--- src/core/address_io_ports_defines.vh ---
`ifndef ADDRESS_IO_PORTS_DEFINES_VH
`define ADDRESS_IO_PORTS_DEFINES_VH

// ----------------------------------------
// Register indices (byte address = 4 * index)
// ----------------------------------------
`define PORT_B_DIRECTION_IDX 16'hFEBA
`define PORT_C_DIRECTION_IDX 16'hFEBB
`define PORT_B_PIN_STATE_IDX 16'hFF5A
`define PORT_C_PIN_STATE_IDX 16'hFF5B
`define PORT_B_OUTPUT_DATA_IDX 16'hFF6A
`define PORT_C_OUTPUT_DATA_IDX 16'hFF6B
`define PORT_B_PULLUP_CONTROL_IDX 16'hFF71
`define PORT_C_PULLUP_CONTROL_IDX 16'hFF72

// ----------------------------------------
// Reset values and field layout
// ----------------------------------------
`define PORT_REG_RESET 8'h00
`define PORT_WIDTH 8
`define WB_IDX_LSB 2
`define WB_IDX_MSB 17
`define WB_ADR_WIDTH 18
`define WB_DATA_WIDTH 32
`define UNDEF_READ 8'h00

// ----------------------------------------
// Operating mode codes
// ----------------------------------------
`define MODE_WIDTH 3
`define MODE_ADDR_4 3'h4
`define MODE_ADDR_5 3'h5
`define MODE_MIXED_6 3'h6
`define MODE_GPIO_7 3'h7

`endif

--- src/core/address_io_ports_b_c.v ---
// What this block does
// - Each port has an 8-bit read/write output data register, cleared by resets.
// - Each port has a read-only pin-state register; writes to it are ignored.
// - Pin-state read gives data bit where direction is 1, pin level otherwise.
// - After reset pin-state shows pins; it holds during software standby.
// - Port B has an 8-bit read/write pull-up control register, cleared by resets.
// - Pull-up on only in modes 6 and 7 for input pins with control set.
// - Pull-up off in reset, hardware standby and modes 4, 5; kept in software standby.
// - Modes 4 and 5 make every pin an address output.
// - Mode 6: direction 1 drives address bit, direction 0 is input.
// - Mode 7: direction 1 drives data bit, direction 0 is input.
// - Port C direction is 8-bit write-only; reads undefined; cleared by resets.
// - In software standby address pins keep state or float per keep bit.
// - Port C registers decode at FEBB, FF6B, FF5B and FF72.
// - Port B direction is 8-bit write-only; reads undefined; cleared by resets.
// - Port C has per-pin pull-up control, same enabling as port B.
// - Port C pin-state read follows direction the same way as port B.
// - Port B registers decode at FEBA, FF6A, FF5A and FF71.
`timescale 1ns/1ps
`default_nettype none
`include "address_io_ports_defines.vh"

module address_io_ports_b_c (
  // Clock and reset
  input wire clk_in,
  input wire rst_b_in,
  // Wishbone classic slave
  input wire wb_cyc_in,
  input wire wb_stb_in,
  input wire wb_we_in,
  input wire [17:0] wb_adr_in,
  input wire [3:0] wb_sel_in,
  input wire [31:0] wb_dat_in,
  output reg [31:0] wb_dat_out,
  output reg wb_ack_out,
  // Mode and standby
  input wire [2:0] mode_in,
  input wire hw_standby_in,
  input wire sw_standby_in,
  input wire standby_output_keep_in,
  // Internal address bus
  input wire [15:0] address_in,
  // Port B pins
  input wire [7:0] port_b_pin_in,
  output wire [7:0] port_b_pin_out,
  output wire [7:0] port_b_oe_out,
  output wire [7:0] port_b_pullup_out,
  // Port C pins
  input wire [7:0] port_c_pin_in,
  output wire [7:0] port_c_pin_out,
  output wire [7:0] port_c_oe_out,
  output wire [7:0] port_c_pullup_out
);

  // ----------------------------------------
  // Mode and hardware standby synchronisers
  // ----------------------------------------
  reg [2:0] mode_meta_q;
  reg [2:0] mode_q;
  reg hw_meta_q;
  reg hw_standby_q;

  always @(posedge clk_in or negedge rst_b_in) begin
    if (!rst_b_in) begin
      mode_meta_q <= 3'h0;
      mode_q <= 3'h0;
    end else begin
      mode_meta_q <= mode_in;
      mode_q <= mode_meta_q;
    end
  end

  always @(posedge clk_in or negedge rst_b_in) begin
    if (!rst_b_in) begin
      hw_meta_q <= 1'b0;
      hw_standby_q <= 1'b0;
    end else begin
      hw_meta_q <= hw_standby_in;
      hw_standby_q <= hw_meta_q;
    end
  end

  wire addr_all;
  wire mode_mixed;
  wire mode_gpio;

  // Modes 0 to 3 leave every pin an input
  assign addr_all = (mode_q == `MODE_ADDR_4) || (mode_q == `MODE_ADDR_5);
  assign mode_mixed = (mode_q == `MODE_MIXED_6);
  assign mode_gpio = (mode_q == `MODE_GPIO_7);

  // ----------------------------------------
  // Bus decode
  // ----------------------------------------
  wire [15:0] reg_idx;
  wire bus_req;
  wire bus_take;
  wire rd_take;
  wire wr_go;
  wire lane0;

  assign reg_idx = wb_adr_in[`WB_IDX_MSB:`WB_IDX_LSB];
  assign bus_req = wb_cyc_in & wb_stb_in;
  // Request taken on the edge where ack is still low
  assign bus_take = bus_req & ~wb_ack_out;
  assign rd_take = bus_take & ~wb_we_in;
  // Write lands on the edge that the master samples ack
  assign wr_go = bus_req & wb_ack_out & wb_we_in;
  assign lane0 = wb_sel_in[0];

  wire hit_b_dir;
  wire hit_c_dir;
  wire hit_b_data;
  wire hit_c_data;
  wire hit_b_pcr;
  wire hit_c_pcr;

  assign hit_b_dir = (reg_idx == `PORT_B_DIRECTION_IDX);
  assign hit_c_dir = (reg_idx == `PORT_C_DIRECTION_IDX);
  assign hit_b_data = (reg_idx == `PORT_B_OUTPUT_DATA_IDX);
  assign hit_c_data = (reg_idx == `PORT_C_OUTPUT_DATA_IDX);
  assign hit_b_pcr = (reg_idx == `PORT_B_PULLUP_CONTROL_IDX);
  assign hit_c_pcr = (reg_idx == `PORT_C_PULLUP_CONTROL_IDX);

  // ----------------------------------------
  // Port registers
  // ----------------------------------------
  reg [7:0] port_b_direction_q;
  reg [7:0] port_c_direction_q;
  reg [7:0] port_b_output_data_q;
  reg [7:0] port_c_output_data_q;
  reg [7:0] port_b_pullup_control_q;
  reg [7:0] port_c_pullup_control_q;
  wire wr_lane;
  wire wr_b_dir;
  wire wr_c_dir;
  wire wr_b_data;
  wire wr_c_data;
  wire wr_b_pcr;
  wire wr_c_pcr;

  // Pin-state indices have no strobe, so writes there are lost
  assign wr_lane = wr_go & lane0;
  assign wr_b_dir = wr_lane & hit_b_dir;
  assign wr_c_dir = wr_lane & hit_c_dir;
  assign wr_b_data = wr_lane & hit_b_data;
  assign wr_c_data = wr_lane & hit_c_data;
  assign wr_b_pcr = wr_lane & hit_b_pcr;
  assign wr_c_pcr = wr_lane & hit_c_pcr;

  // Hardware standby clears like reset; software standby needs nothing
  always @(posedge clk_in or negedge rst_b_in) begin
    if (!rst_b_in) begin
      port_b_direction_q <= `PORT_REG_RESET;
    end else if (hw_standby_q) begin
      port_b_direction_q <= `PORT_REG_RESET;
    end else if (wr_b_dir) begin
      port_b_direction_q <= wb_dat_in[7:0];
    end
  end

  always @(posedge clk_in or negedge rst_b_in) begin
    if (!rst_b_in) begin
      port_c_direction_q <= `PORT_REG_RESET;
    end else if (hw_standby_q) begin
      port_c_direction_q <= `PORT_REG_RESET;
    end else if (wr_c_dir) begin
      port_c_direction_q <= wb_dat_in[7:0];
    end
  end

  always @(posedge clk_in or negedge rst_b_in) begin
    if (!rst_b_in) begin
      port_b_output_data_q <= `PORT_REG_RESET;
    end else if (hw_standby_q) begin
      port_b_output_data_q <= `PORT_REG_RESET;
    end else if (wr_b_data) begin
      port_b_output_data_q <= wb_dat_in[7:0];
    end
  end

  always @(posedge clk_in or negedge rst_b_in) begin
    if (!rst_b_in) begin
      port_c_output_data_q <= `PORT_REG_RESET;
    end else if (hw_standby_q) begin
      port_c_output_data_q <= `PORT_REG_RESET;
    end else if (wr_c_data) begin
      port_c_output_data_q <= wb_dat_in[7:0];
    end
  end

  always @(posedge clk_in or negedge rst_b_in) begin
    if (!rst_b_in) begin
      port_b_pullup_control_q <= `PORT_REG_RESET;
    end else if (hw_standby_q) begin
      port_b_pullup_control_q <= `PORT_REG_RESET;
    end else if (wr_b_pcr) begin
      port_b_pullup_control_q <= wb_dat_in[7:0];
    end
  end

  always @(posedge clk_in or negedge rst_b_in) begin
    if (!rst_b_in) begin
      port_c_pullup_control_q <= `PORT_REG_RESET;
    end else if (hw_standby_q) begin
      port_c_pullup_control_q <= `PORT_REG_RESET;
    end else if (wr_c_pcr) begin
      port_c_pullup_control_q <= wb_dat_in[7:0];
    end
  end

  // ----------------------------------------
  // Pin logic, one slice per port
  // ----------------------------------------
  wire [7:0] port_b_pin_state;
  wire [7:0] port_c_pin_state;

  // Slices share mode and standby; registers and address byte differ
  port_pin_slice port_b_slice (
    .clk_in(clk_in),
    .rst_b_in(rst_b_in),
    .addr_all_in(addr_all),
    .mode_mixed_in(mode_mixed),
    .mode_gpio_in(mode_gpio),
    .hw_standby_in(hw_standby_q),
    .sw_standby_in(sw_standby_in),
    .standby_output_keep_in(standby_output_keep_in),
    .direction_in(port_b_direction_q),
    .output_data_in(port_b_output_data_q),
    .pullup_control_in(port_b_pullup_control_q),
    .address_in(address_in[15:8]),
    .pin_in(port_b_pin_in),
    .pin_out(port_b_pin_out),
    .pin_oe_out(port_b_oe_out),
    .pullup_en_out(port_b_pullup_out),
    .pin_state_out(port_b_pin_state)
  );

  port_pin_slice port_c_slice (
    .clk_in(clk_in),
    .rst_b_in(rst_b_in),
    .addr_all_in(addr_all),
    .mode_mixed_in(mode_mixed),
    .mode_gpio_in(mode_gpio),
    .hw_standby_in(hw_standby_q),
    .sw_standby_in(sw_standby_in),
    .standby_output_keep_in(standby_output_keep_in),
    .direction_in(port_c_direction_q),
    .output_data_in(port_c_output_data_q),
    .pullup_control_in(port_c_pullup_control_q),
    .address_in(address_in[7:0]),
    .pin_in(port_c_pin_in),
    .pin_out(port_c_pin_out),
    .pin_oe_out(port_c_oe_out),
    .pullup_en_out(port_c_pullup_out),
    .pin_state_out(port_c_pin_state)
  );

  // ----------------------------------------
  // Read mux
  // ----------------------------------------
  reg [7:0] rd_byte;

  always @* begin
    case (reg_idx)
      `PORT_B_OUTPUT_DATA_IDX: rd_byte = port_b_output_data_q;
      `PORT_C_OUTPUT_DATA_IDX: rd_byte = port_c_output_data_q;
      `PORT_B_PIN_STATE_IDX: rd_byte = port_b_pin_state;
      `PORT_C_PIN_STATE_IDX: rd_byte = port_c_pin_state;
      `PORT_B_PULLUP_CONTROL_IDX: rd_byte = port_b_pullup_control_q;
      `PORT_C_PULLUP_CONTROL_IDX: rd_byte = port_c_pullup_control_q;
      // Direction registers cannot be read back
      `PORT_B_DIRECTION_IDX: rd_byte = `UNDEF_READ;
      `PORT_C_DIRECTION_IDX: rd_byte = `UNDEF_READ;
      default: rd_byte = 8'h00;
    endcase
  end

  // ----------------------------------------
  // Bus answer, one wait cycle
  // ----------------------------------------
  always @(posedge clk_in or negedge rst_b_in) begin
    if (!rst_b_in) begin
      wb_ack_out <= 1'b0;
    end else begin
      wb_ack_out <= bus_take;
    end
  end

  // Read data stands only in the ack cycle, zero otherwise
  always @(posedge clk_in or negedge rst_b_in) begin
    if (!rst_b_in) begin
      wb_dat_out <= 32'h00000000;
    end else if (rd_take) begin
      wb_dat_out <= {24'h000000, rd_byte};
    end else begin
      wb_dat_out <= 32'h00000000;
    end
  end

endmodule
`default_nettype wire

--- src/core/port_pin_slice.v ---
`timescale 1ns/1ps
`default_nettype none
`include "address_io_ports_defines.vh"

module port_pin_slice (
  // Clock and reset
  input wire clk_in,
  input wire rst_b_in,
  // Mode and standby controls, same clock domain
  input wire addr_all_in,
  input wire mode_mixed_in,
  input wire mode_gpio_in,
  input wire hw_standby_in,
  input wire sw_standby_in,
  input wire standby_output_keep_in,
  // Port registers and address byte
  input wire [7:0] direction_in,
  input wire [7:0] output_data_in,
  input wire [7:0] pullup_control_in,
  input wire [7:0] address_in,
  // Pins
  input wire [7:0] pin_in,
  output reg [7:0] pin_out,
  output reg [7:0] pin_oe_out,
  output reg [7:0] pullup_en_out,
  // Pin-state register
  output reg [7:0] pin_state_out
);

  // ----------------------------------------
  // Pin synchroniser
  // ----------------------------------------
  reg [7:0] pin_meta_q;
  reg [7:0] pin_sync_q;

  always @(posedge clk_in or negedge rst_b_in) begin
    if (!rst_b_in) begin
      pin_meta_q <= `PORT_REG_RESET;
      pin_sync_q <= `PORT_REG_RESET;
    end else begin
      pin_meta_q <= pin_in;
      pin_sync_q <= pin_meta_q;
    end
  end

  // ----------------------------------------
  // Pin function per bit
  // ----------------------------------------
  wire [7:0] drive_addr;
  wire [7:0] drive_gpio;
  reg [7:0] out_d;
  reg [7:0] oe_d;
  reg [7:0] pullup_d;
  reg [7:0] state_d;

  assign drive_addr = {8{addr_all_in}} | ({8{mode_mixed_in}} & direction_in);
  assign drive_gpio = {8{mode_gpio_in}} & direction_in;

  always @* begin
    // Address pins freeze on software standby
    out_d = (drive_addr & (sw_standby_in ? pin_out : address_in)) |
            (~drive_addr & output_data_in);
    if (hw_standby_in) begin
      oe_d = 8'h00;
    end else if (sw_standby_in && !standby_output_keep_in) begin
      oe_d = drive_gpio;
    end else begin
      oe_d = drive_addr | drive_gpio;
    end
    // Pull-up only for inputs in modes 6 and 7
    pullup_d = {8{(mode_mixed_in | mode_gpio_in) & ~hw_standby_in}} &
               ~direction_in & pullup_control_in;
    // Pin-state holds during software standby
    if (sw_standby_in) begin
      state_d = pin_state_out;
    end else begin
      state_d = (direction_in & output_data_in) | (~direction_in & pin_sync_q);
    end
  end

  always @(posedge clk_in or negedge rst_b_in) begin
    if (!rst_b_in) begin
      pin_out <= `PORT_REG_RESET;
      pin_oe_out <= `PORT_REG_RESET;
      pullup_en_out <= `PORT_REG_RESET;
      pin_state_out <= `PORT_REG_RESET;
    end else begin
      pin_out <= out_d;
      pin_oe_out <= oe_d;
      pullup_en_out <= pullup_d;
      pin_state_out <= state_d;
    end
  end

endmodule
`default_nettype wire

--- config.mk ---
export PLATFORM = sky130hd
export DESIGN_NAME = address_io_ports_b_c
export DESIGN_NICKNAME = d
export VERILOG_FILES = /design/src/core/address_io_ports_b_c.v /design/src/core/port_pin_slice.v
export VERILOG_INCLUDE_DIRS = /design/src /design/src/core
export SDC_FILE = /design/constraint.sdc
export NUM_CORES = 1
export LEC_CHECK = 0
export ABC_AREA = 0
export ABC_CLOCK_PERIOD_IN_PS = 1400
export BUFFER_PORTS_ARGS = -buffer_cell sky130_fd_sc_hd__buf_4
export CAP_MARGIN = 20
export CELL_PAD_IN_SITES_DETAIL_PLACEMENT = 0
export CELL_PAD_IN_SITES_GLOBAL_PLACEMENT = 1
export CORE_MARGIN = 2
export CORE_UTILIZATION = 35
export CTS_CLUSTER_SIZE = 25
export DETAILED_ROUTE_END_ITERATION = 10
export GPL_TIMING_DRIVEN = 0
export PLACE_DENSITY = 0.83
export SYNTH_ARGS = -nofsm -noshare
export SYNTH_HDL_FRONTEND = slang
export SYNTH_SLANG_ARGS = --single-unit
--- constraint.sdc ---
create_clock -name clk_in -period 1.4 [get_ports clk_in]
set_input_delay 0.28 -clock clk_in [delete_from_list [all_inputs] [get_ports clk_in]]
set_output_delay 0.28 -clock clk_in [all_outputs]
set_load 0.05 [all_outputs]
### Yosys cells after proc, flatten, opt, wreduce, memory -nomap -nowiden

Cells that the tools add are included.

| storage, ports and cells | value |
|---|---|
| bits in registers | 161 |
| output and inout bits | 81 |

| operators by class | value |
|---|---|
| reductions and logical operators | 9 |
| mux-type cells | 20 |
| equality and inequality tests | 12 |
| bitwise gates (word level) | 45 |

Operators with widths:

| operator | number |
|---|---|
| two-way mux 8 bit | 19 |
| bitwise AND 8 bit | 16 |
| equality test 16 bit (second input constant) | 8 |
| OR 8 bit | 8 |
| one-hot mux 8 bit (6 select lines) | 1 |
| inverter 8 bit | 4 |
| bitwise AND 1 bit | 13 |
| equality test 3 bit (second input constant) | 4 |
| nonzero test 2 bit | 6 |
| inverter 1 bit | 3 |
| logical AND 1 bit | 1 |
| logical NOT 1 bit | 1 |
| logical OR 1 bit | 1 |
| OR 1 bit | 1 |

### Logic depth before layout (Yosys ltp)

Gate-level depths: netlist (run 1).

| depth | value |
|---|---|
| depth in word-level cells | 7 |
| gate-level depth with buffers | 7 |
| depth with buffers taken out | 4 |

### By module

A second synthesis (run 1) with hierarchy kept.

| unflattened totals | value |
|---|---|
| cells, all modules | 580 |
| area total of the unflattened synthesis | 7120.6 µm² |

By module, submodules not included:

| module | times used | cells each | area an instance (µm²) | seq. area each (µm²) |
|---|---|---|---|---|
| port_pin_slice | 2 | 131 | 1815.5 | 1201.2 |
| address_io_ports_b_c | 1 | 318 | 3489.6 | 1626.6 |

### Least setup slack after synthesis (run 1)

OpenSTA, ideal clock, no wires.

| path | value |
|---|---|
| kind | register to register |
| start point | register wb_ack_out |
| end point | register wb_dat_out[0] |
| period minus slack after synthesis | 1.846 ns |
| setup slack | -0.446 ns |
| cell stages (with the launch flop) | 5 |
| data arrival time | 1.753 ns |
| path buffers | 0 |
| library setup time | 0.093 ns |
| cells stage by stage | dfrtp_1 > nand3b_1 > nor4_4 > nand2_1 > o221ai_1 |

| between the ends | value |
|---|---|
| word-level cells in the longest chain between the ends | 4 |

Ends and longest elaborated chain:

| item | RTL line | RTL |
|---|---|---|
| start: declaration | address_io_ports_b_c.v:35 | `output reg wb_ack_out,` |
| start signal: assignment | address_io_ports_b_c.v:286 | `wb_ack_out <= bus_take;` |
| inverter 1 bit | address_io_ports_b_c.v:105 | `assign bus_take = bus_req & ~wb_ack_out;` |
| bitwise AND 1 bit | address_io_ports_b_c.v:105 |  |
| bitwise AND 1 bit | address_io_ports_b_c.v:106 | `assign rd_take = bus_take & ~wb_we_in;` |
| two-way mux 8 bit | address_io_ports_b_c.v:294 | `end else if (rd_take) begin` |
| end signal: assignment | address_io_ports_b_c.v:295 | `wb_dat_out <= {24'h000000, rd_byte};` |
| end: declaration | address_io_ports_b_c.v:34 | `output reg [31:0] wb_dat_out,` |

Every way passes these cells.
A chain may end at the register's enable or synchronous reset.

### Final worst setup path (run 1)

| path | value |
|---|---|
| start point | register wb_ack_out |
| end point | register wb_dat_out[2] |

The elaborated chain is that of the path after synthesis.

==> metrics.txt, run 1 <==
Std-Cell Rows 50; Residual DRC 0; initial antenna violation count 0; Reg area 4030 um^2; Final Cycle Share 116.5%; Max Buffers Root-to-Sink 2; total CTS buffers 17; # H-tree levels 4; grt total ovfl 0; Placed Cells 963; wl on met1 7573 um; hold depth 3; Worst-path clk slew 70 ps; asr flop ratio synth 100.0%; CORE AREA 18830 um^2; I/O pin total 178; total power 10.37 mW; Leak 4.479 nW; HPWL Detailed 12020 um; Area Overhead vs Synth 35.73%; synth cell count leaders dfrtp_1 (161), mux2i_1 (88), nand2b_1 (56); clock power share 43.2%; Worst Hold Class primary input to register; Finished Layout Cells 1026; highest clock rate 0.6131 GHz; relative slew slack 55.95%; top-count cell post-synth dfrtp_1; Die Wd 143.0 um; Global Route Usage Sum 16.93%; Worst Path Required 1730 ps; DRT iter0 DRCs 332; Sink Count 161; combinational share of power 10.1%; Internal 7.720 mW; sequential share of power 46.7%; PortBufs 123; drt wl/cell 16.20 um; critical path data arrival time 1960 ps; largest net degree at the start of global routing 105; Sw Share 25.57%; final worst slack -231.1 ps; final net count 850; worst-case reg-to-reg path depth 5; maximum vdd ir drop 0.9215 mV; layout cell share with drive strength beyond 1 30.42%; failing checks negative setup slack; CTS root buffer clkbuf_16; largest cells by area after synthesis dfrtp_1 (60%), mux2i_1 (13%), nand2b_1 (5.2%); synthesized cell area 6758 um^2; fin. max-slew vios 0; Clk Latency, worst-skew pair 430 ps; TritonRoute pass-1 iters 5; setup violators final 40; area leader, netlist dfrtp_1; metal3 WL 802 um; CTS tree done; Max-Cap Viols 0; Switch Pwr 2.651 mW; pin slew with the least headroom to its limit 654.7 ps; Detailed Route WL 16620 um; Die Span Y 143.0 um; WS Path Type register to register; CP max FO 8; Final Hold Violating Endpoints 0; diode count 0; starting density of the core 35.89%; Yosys top cell area share 59.62%; EDFF count, synth 0; via count 4698; fill count 1729; sequential share of the synthesized area 59.62%; DR WL met2 8064 um; Final ANT Viol Nets 0; min cycle time layout 1631 ps; RSZ-0062 raised after global routing yes; full die area 20430 um^2; global-route wire length before repair 25920 um; Gate Count Post-Synth 555; Post-Syn Area per Cell 12.18 um^2; YS warnings 0; register bit total from synthesis 161; Worst setup SP type register; Top Metal Used met4; multi-input logic area 2569 um^2; status complete, but fails checks; Final Wtd Congestion 0.8241; Via density 4.579; Synth cell types 36; clk_skew 8.654 ps; pwr dens 1131 nW/um^2; vias in the first global route 4756; Worst Setup End Kind register; Main synth FF type dfrtp_1
## critical path, stage by stage (launching register included)
cell and delay (ps):
dfrtp_2 410, nand3b_1 210, nor4_4 280, buf_4 190, nand4_4 190, o221ai_2 260
## sequential cells by signal, indices dropped and copies added (netlist names), 8 cells and up, named ones only
name                        flops
port_c_direction_q              8
port_b_output_data_q            8
port_b_slice.pullup_en_out      8
port_c_output_data_q            8
port_b_slice.pin_sync_q         8
wb_dat_out                      8
port_b_direction_q              8
port_c_slice.pin_state_out      8
port_c_slice.pin_oe_out         8
port_b_pullup_control_q         8
port_c_pullup_control_q         8
port_b_slice.pin_oe_out         8
port_c_slice.pin_sync_q         8
port_c_slice.pin_meta_q         8
port_c_slice.pullup_en_out      8
port_b_slice.pin_meta_q         8
port_b_slice.pin_state_out      8
## power groups by stage
stage | Sequential (mW) | Clock, mW | Combinational [mW]
finish | 4.84 | 4.48 | 1.04
CTS | 4.84 | 4.58 | 1.05
global placement | 4.93 | 0 | 0.951
floorplan | 5.04 | 0 | 0.443
detailed placement | 4.93 | 0 | 0.972
global route | 4.86 | 4.80 | 1.13
## metrics by stage
step | hold slack (ps) | TNS (ps) | worst slack (ps) | cell area [um^2] | utilization, %
2_1_floorplan | -15.59 | -9576 | -371.8 | 6868 | -
3_3_place_gp | 334.0 | -163310 | -934.3 | 8117 | 43.10
3_5_place_dp | 238.8 | -40570 | -680.0 | 8162 | 43.34
4_1_cts | 136.4 | -4965 | -199.2 | 9128 | 48.47
5_1_grt | 150.9 | -8693 | -317.9 | 9173 | 48.71
6_report | 134.8 | -4948 | -231.1 | 9173 | 48.71
## cells in the final DEF, fill, tap and decap left out, types with 16 or more instances in the layout
cell           count
a21oi_1           30
buf_4            158
clkbuf_16         17
conb_1            24
dfrtp_1          160
dlygate4sd3_1     21
inv_1             18
mux2i_1           88
nand2_1           35
nand2b_1          54
nor3b_1           16
o21ai_0           28
## path summary, 6_finish.rpt
path | startpoint | endpoint | slack (ps)
setup / recovery | wb_ack_out | wb_dat_out[2] | -230
hold / removal | address_in[11] | register | 130
setup reg to reg | wb_ack_out | wb_dat_out[2] | -230
hold reg to reg | port_c_slice.pin_meta_q[1] | port_c_slice.pin_sync_q[1] | 350
max in group asynchronous | rst_b_in | port_c_pullup_control_q[3] | 170
min in group asynchronous | rst_b_in | port_b_slice.pin_meta_q[5] | 360
## area by class of cell
type                       count  area share (%)
clock buffer                  19           4.829
buffer                        49           3.642
multi-input combinational    349           28.00
clock inverter                13           1.419
timing repair buffer         157           13.89
sequential                   161           43.94
tap                          260           3.547
inverter                      18          0.7366
## logic make-up (layout without fill, tap and decap cells)
| kind of cell | Yosys count | in the layout | share of synthesized area (%) |
|---|---|---|---|
| AO/OA/AOI/OAI | 88 | 88 | 7.702 |
| AND/OR/NAND/NOR | 149 | 149 | 14.28 |
| buffers and inverters | 68 | 256 | 5.314 |
| flip-flops | 161 | 161 | 59.62 |
| other | 1 | 24 | 0.05549 |
| multiplexers | 88 | 88 | 13.03 |
## what timing repair did
item,CTS,global route
gates cloned,0,0
pin swaps,6,2
gates resized for setup,26,18
endpoints found under the setup margin,97,89
setup buffers,9,2
hold buffers,21,0
hold endpoints to repair,77,0
## routing by layer
layer	track usage [%]	vias to the layer above
met4	4.742	0
li1	-	2276
met3	4.460	14
met1	22.62	2287
met2	27.30	121
met5	0	-
No activity file was read; power rests on OpenSTA's default activity.
==> run 2, diff against run 1 <==
CORE_UTILIZATION = 37   (was 35)
PLACE_DENSITY = 0.86   (was 0.83)
==> run 2 against run 1 <==
The run still ends with negative setup slack left. Hold slack worse by 3.2 ps. Non-clock buffer count up 2. Wire length up 0.96%. Clock skew down 1.5 ps. Clock power up 7.4%. Critical endpoint unchanged.
==> metrics.txt, run 2 (same netlist as run 1, synthesis figures left out) <==
Via density 4.797; Max Buffers Root-to-Sink 2; clock power share 44.9%; Residual DRC 0; fin. max-slew vios 0; TritonRoute pass-1 iters 4; Sink Count 161; PortBufs 123; Worst path slowest cell dfrtp_2; Worst Path Required 1730 ps; layout cell share with drive strength beyond 1 31.64%; largest net degree at the start of global routing 86; Worst Hold Class primary input to register; drt wl/cell 16.83 um; min cycle time layout 1633 ps; Total Negative Setup Slacks -4387 ps; global-route wire length before repair 26790 um; Critical Path, Cell by Cell nand3b_1 -> nor4_4 -> buf_4 -> nand4_4 -> o221ai_2; RSZ-0062 raised after global routing yes; relative slew slack 56.44%; CP max FO 8; critical path data arrival time 1970 ps; via count 4783; Final ANT Viol Nets 0; status complete, but fails checks; wl on met1 7405 um; Worst R2R Setup Slack -230 ps; # H-tree levels 4; vias in the first global route 4957; CORE AREA 17960 um^2; Switch Pwr 2.639 mW; Top Metal Used met4; Worst-path clk slew 70 ps; clk_skew 7.151 ps; Final Wtd Congestion 0.8047; Area Overhead vs Synth 36.77%; Clk Latency, worst-skew pair 430 ps; Worst Setup End Kind register; WHS 131.7 ps; Final Cycle Share 116.7%; I/O pin total 178; Detailed Route WL 16780 um; Worst setup SP type register; total CTS buffers 17; Final Hold Violating Endpoints 0; maximum vdd ir drop 1.004 mV; final net count 852; metal3 WL 973 um; Die Wd 139.1 um; highest clock rate 0.6123 GHz; starting density of the core 37.62%; Internal 8.074 mW; Leak 4.512 nW; WS Path Type register to register; worst-case reg-to-reg path depth 5; Reg-to-Reg Start wb_ack_out; grt total ovfl 0; Sw Share 24.63%; post-place setup slack -711.8 ps; pwr dens 1159 nW/um^2; full die area 19360 um^2; commonest non-fill, non-tap cell in the layout dfrtp_1; HP Start address_in[6]; HPWL Detailed 11970 um; Max-Cap Viols 0; DR WL met2 8180 um; r2r endpoint wb_dat_out[2]; CTS tree done; initial antenna violation count 0; sequential share of power 45.3%; final worst slack -233.1 ps; Global Route Usage Sum 17.94%; DRT iter0 DRCs 299; pin slew with the least headroom to its limit 653.3 ps; setup violators final 40; Std-Cell Rows 49; CTS root buffer clkbuf_16; diode count 0; combinational share of power 9.8%; Die Span Y 139.1 um; CP peak stage delay 400 ps; hold depth 3; failing checks negative setup slack; commonest cells after routing, fill and taps aside dfrtp_1 (160), buf_4 (157), mux2i_1 (88); post-layout util 51.45%
[run 2: cell types whose count changed in the layout (fill, tap and decap cells not counted), sizes merged]
cell / previous run / this run
clkdlybuf4s18: 1 / 0
bufinv: 1 / 3
buf: 173 / 177
inv: 22 / 21
clkbuf: 30 / 28
clkinv: 6 / 5
clkinvlp: 2 / 3
[run 2: power by group through the flow]
| stage | clock network, mW | logic [mW] | registers (mW) |
|---|---|---|---|
| 6_report | 4.81 | 1.05 | 4.85 |
| 5_1_grt | 5.12 | 1.14 | 4.86 |
| 4_1_cts | 4.89 | 1.05 | 4.85 |
| 3_5_place_dp | 0 | 0.969 | 4.93 |
| 3_3_place_gp | 0 | 0.948 | 4.93 |
| 2_1_floorplan | 0 | 0.443 | 5.04 |
[run 2: critical path: cells and delay by family (launching register included)]
family / cells / cell delay (ps)
AND/OR/NAND/NOR: 3 / 690
flip-flops: 1 / 400
buffers and inverters: 1 / 180
AO/OA/AOI/OAI: 1 / 250
[run 2: through the flow]
| stage | instance area, um^2 | power, mW | cells |
|---|---|---|---|
| 2_1_floorplan | 6868 | 5.482 | 578 |
| 3_3_place_gp | 8078 | 5.878 | 930 |
| 3_5_place_dp | 8118 | 5.901 | 932 |
| 4_1_cts | 9156 | 10.78 | 995 |
| 5_1_grt | 9243 | 11.12 | 997 |
| 6_report | 9243 | 10.71 | 997 |
[run 2: what timing repair did]
item	in CTS	in global routing
pin swaps	2	1
endpoints found under the setup margin	98	85
buffers inserted	11	2
hold buffers	21	0
gates resized for setup	28	24
endpoints found under the hold margin	96	0
[run 2: cell type report]
type	count	area, um^2
fillers	1585	8721
plain buffers	49	335.3
well taps	229	286.5
clock buffers	18	439.2
multi-input cells	349	2603
repair buffers	159	1300
clock inverters	14	181.4
inverters	18	67.56
flip-flops and latches	161	4030
[run 2: worst max path at each step]
stage | cells past startpoint | end | slack (ps) | from
after floorplan | 4 | wb_dat_out[0] | -370 | wb_ack_out
after detailed placement | 4 | wb_dat_out[3] | -710 | wb_ack_out
after global routing | 5 | wb_dat_out[2] | -310 | wb_ack_out
after CTS | 5 | wb_dat_out[2] | -200 | wb_ack_out
final | 5 | wb_dat_out[2] | -230 | wb_ack_out
after global placement | 1 | wb_ack_out | -930 | rst_b_in
[run 2: layer usage]
layer,track usage (%),vias to the layer above
met3,4.627,20
met2,29.50,142
met1,23.45,2342
li1,-,2279
met5,0,-
met4,5.529,0
==> run 3, diff against run 2 <==
BUFFER_PORTS_ARGS = -buffer_cell sky130_fd_sc_hd__buf_2   (was -buffer_cell sky130_fd_sc_hd__buf_4)
MAX_ROUTING_LAYER = met4   (was unset)
==> run 3 against run 2 <==
Sequential cell count unchanged. Design area decreased by 3.6%. First-iteration DRC count increased by 8.4%. Hold slack improved by 19 ps. Global-route usage increased by 0.56 points. Die area unchanged. Via count decreased by 1.3%. Sequential share of layout area increased by 1.6 points. The run still ends with negative setup slack left. Maximum frequency increased by 1.4%.
==> metrics.txt, run 3 (same netlist as run 1, synthesis figures left out) <==
status complete, but fails checks; failing checks negative setup slack; Sink Count 161; I/O pin total 178; worst-case reg-to-reg path depth 5; pwr dens 1238 nW/um^2; CP Buf/Inv Count 1; Die Span Y 139.1 um; Final Wtd Congestion 0.8435; Finished Layout Cells 992; Worst setup SP type register; global-route wire length before repair 26740 um; # H-tree levels 4; Detailed Route WL 16710 um; Total Negative Setup Slacks -4573 ps; PortBufs 123; CP peak stage delay 400 ps; Worst Path Required 1730 ps; HP Start address_in[6]; vias in the first global route 4774; final net count 848; Global Route Usage Sum 18.50%; total power 11.04 mW; diode count 0; pin slew with the least headroom to its limit 632.2 ps; Worst Setup End Kind register; relative slew slack 57.85%; Final Hold Violating Endpoints 0; min cycle time layout 1610 ps; fin. max-slew vios 0; Placed Cells 932; commonest cells after routing, fill and taps aside dfrtp_1 (160), buf_2 (128), mux2i_1 (88); final worst slack -210.3 ps; Leak 4.460 nW; Final Cycle Share 115.0%; HPWL Detailed 11830 um; Std-Cell Rows 49; clk_skew 8.071 ps; hold depth 3; Area Overhead vs Synth 31.86%; DRT iter0 DRCs 324; commonest non-fill, non-tap cell in the layout dfrtp_1; CP max FO 8; Worst Hold Class primary input to register; grt total ovfl 0; Finished Cell Area 8911 um^2; drt wl/cell 16.84 um; CORE AREA 17960 um^2; fill count 1600; post-place setup slack -705.0 ps; CTS root buffer clkbuf_16; Reg-to-Reg Start wb_ack_out; CTS tree done; highest clock rate 0.6210 GHz; Residual DRC 0; TritonRoute pass-1 iters 4; Max-Cap Viols 0; starting density of the core 37.62%; maximum vdd ir drop 0.8714 mV; Worst R2R Setup Slack -210 ps; Post-Place Cell Area 7812 um^2; Max Buffers Root-to-Sink 2; Worst path slowest cell dfrtp_2; Worst-path clk slew 60 ps; r2r endpoint wb_dat_out[1]; initial antenna violation count 0; delay-heaviest family, CP simple AND/OR/NAND/NOR gates; via count 4720; WS Path Type register to register; critical path data arrival time 1940 ps; largest net degree at the start of global routing 124; Die Wd 139.1 um; Final ANT Viol Nets 0; setup violators final 56; RSZ-0062 raised after global routing yes; Critical Path, Cell by Cell nand3b_1 -> nor4_4 -> buf_4 -> nand4_4 -> o221ai_2; full die area 19360 um^2; layout cell share with drive strength beyond 1 30.41%; Clk Latency, worst-skew pair 420 ps; Via density 4.758; total CTS buffers 17
run 3: worst max-delay path by stage:
stage	depth (start not counted)	start	endpoint	slack, ps
after global routing	5	wb_ack_out	wb_dat_out[3]	-280
final	5	wb_ack_out	wb_dat_out[1]	-210
after floorplan	4	wb_ack_out	wb_dat_out[0]	-370
after detailed placement	4	wb_ack_out	wb_dat_out[1]	-700
after global placement	1	rst_b_in	wb_ack_out	-2610
after CTS	5	wb_ack_out	wb_dat_out[0]	-200
run 3: metrics by stage:
| stage | utilization [%] | hold slack (ps) |
|---|---|---|
| 2_1_floorplan | - | -15.59 |
| 6_report | 49.61 | 150.6 |
| 3_5_place_dp | 43.49 | 180.8 |
| 5_1_grt | 49.61 | 166.1 |
| 3_3_place_gp | 43.25 | 333.9 |
| 4_1_cts | 49.38 | 154.1 |
run 3: what timing repair did:
action / 4_1_cts / 5_1_grt
setup endpoints to repair: 97 / 72
hold buffers: 21 / 0
gates resized for setup: 29 / 12
pin swaps: 4 / 2
endpoints found under the hold margin: 58 / 0
buffers inserted: 8 / 1
run 3: layer usage:
layer	GRT usage (%)	wire length, um	vias to the layer above
met4	4.519	243	0
met2	28.91	8100	141
li1	-	-	2278
met5	-	0	-
met1	24.57	7360	2280
met3	4.420	1004	21
run 3: worst reg2reg max path, stage by stage (launching register included):
cell and delay (ps):
dfrtp_2 400, nand3b_1 220, nor4_4 270, buf_4 180, nand4_4 180, o221ai_2 260
run 3: area by class of cell:
| type | instances | area, um^2 | area share [%] |
|---|---|---|---|
| Multi-Input combinational cell | 349 | 2577 | 28.92 |
| Tap cell | 229 | 286.5 | 3.215 |
| Timing Repair Buffer | 155 | 948.4 | 10.64 |
| Buffer | 49 | 339.1 | 3.805 |
| Sequential cell | 161 | 4030 | 45.23 |
| Inverter | 18 | 67.56 | 0.7582 |
| Clock inverter | 13 | 232.7 | 2.612 |
| Clock buffer | 18 | 429.2 | 4.816 |
run 3: where the power goes:
group | switching [mW] | internal (mW)
clock network | 1.87 | 3.34
logic | 0.641 | 0.333
registers | 0.0592 | 4.79
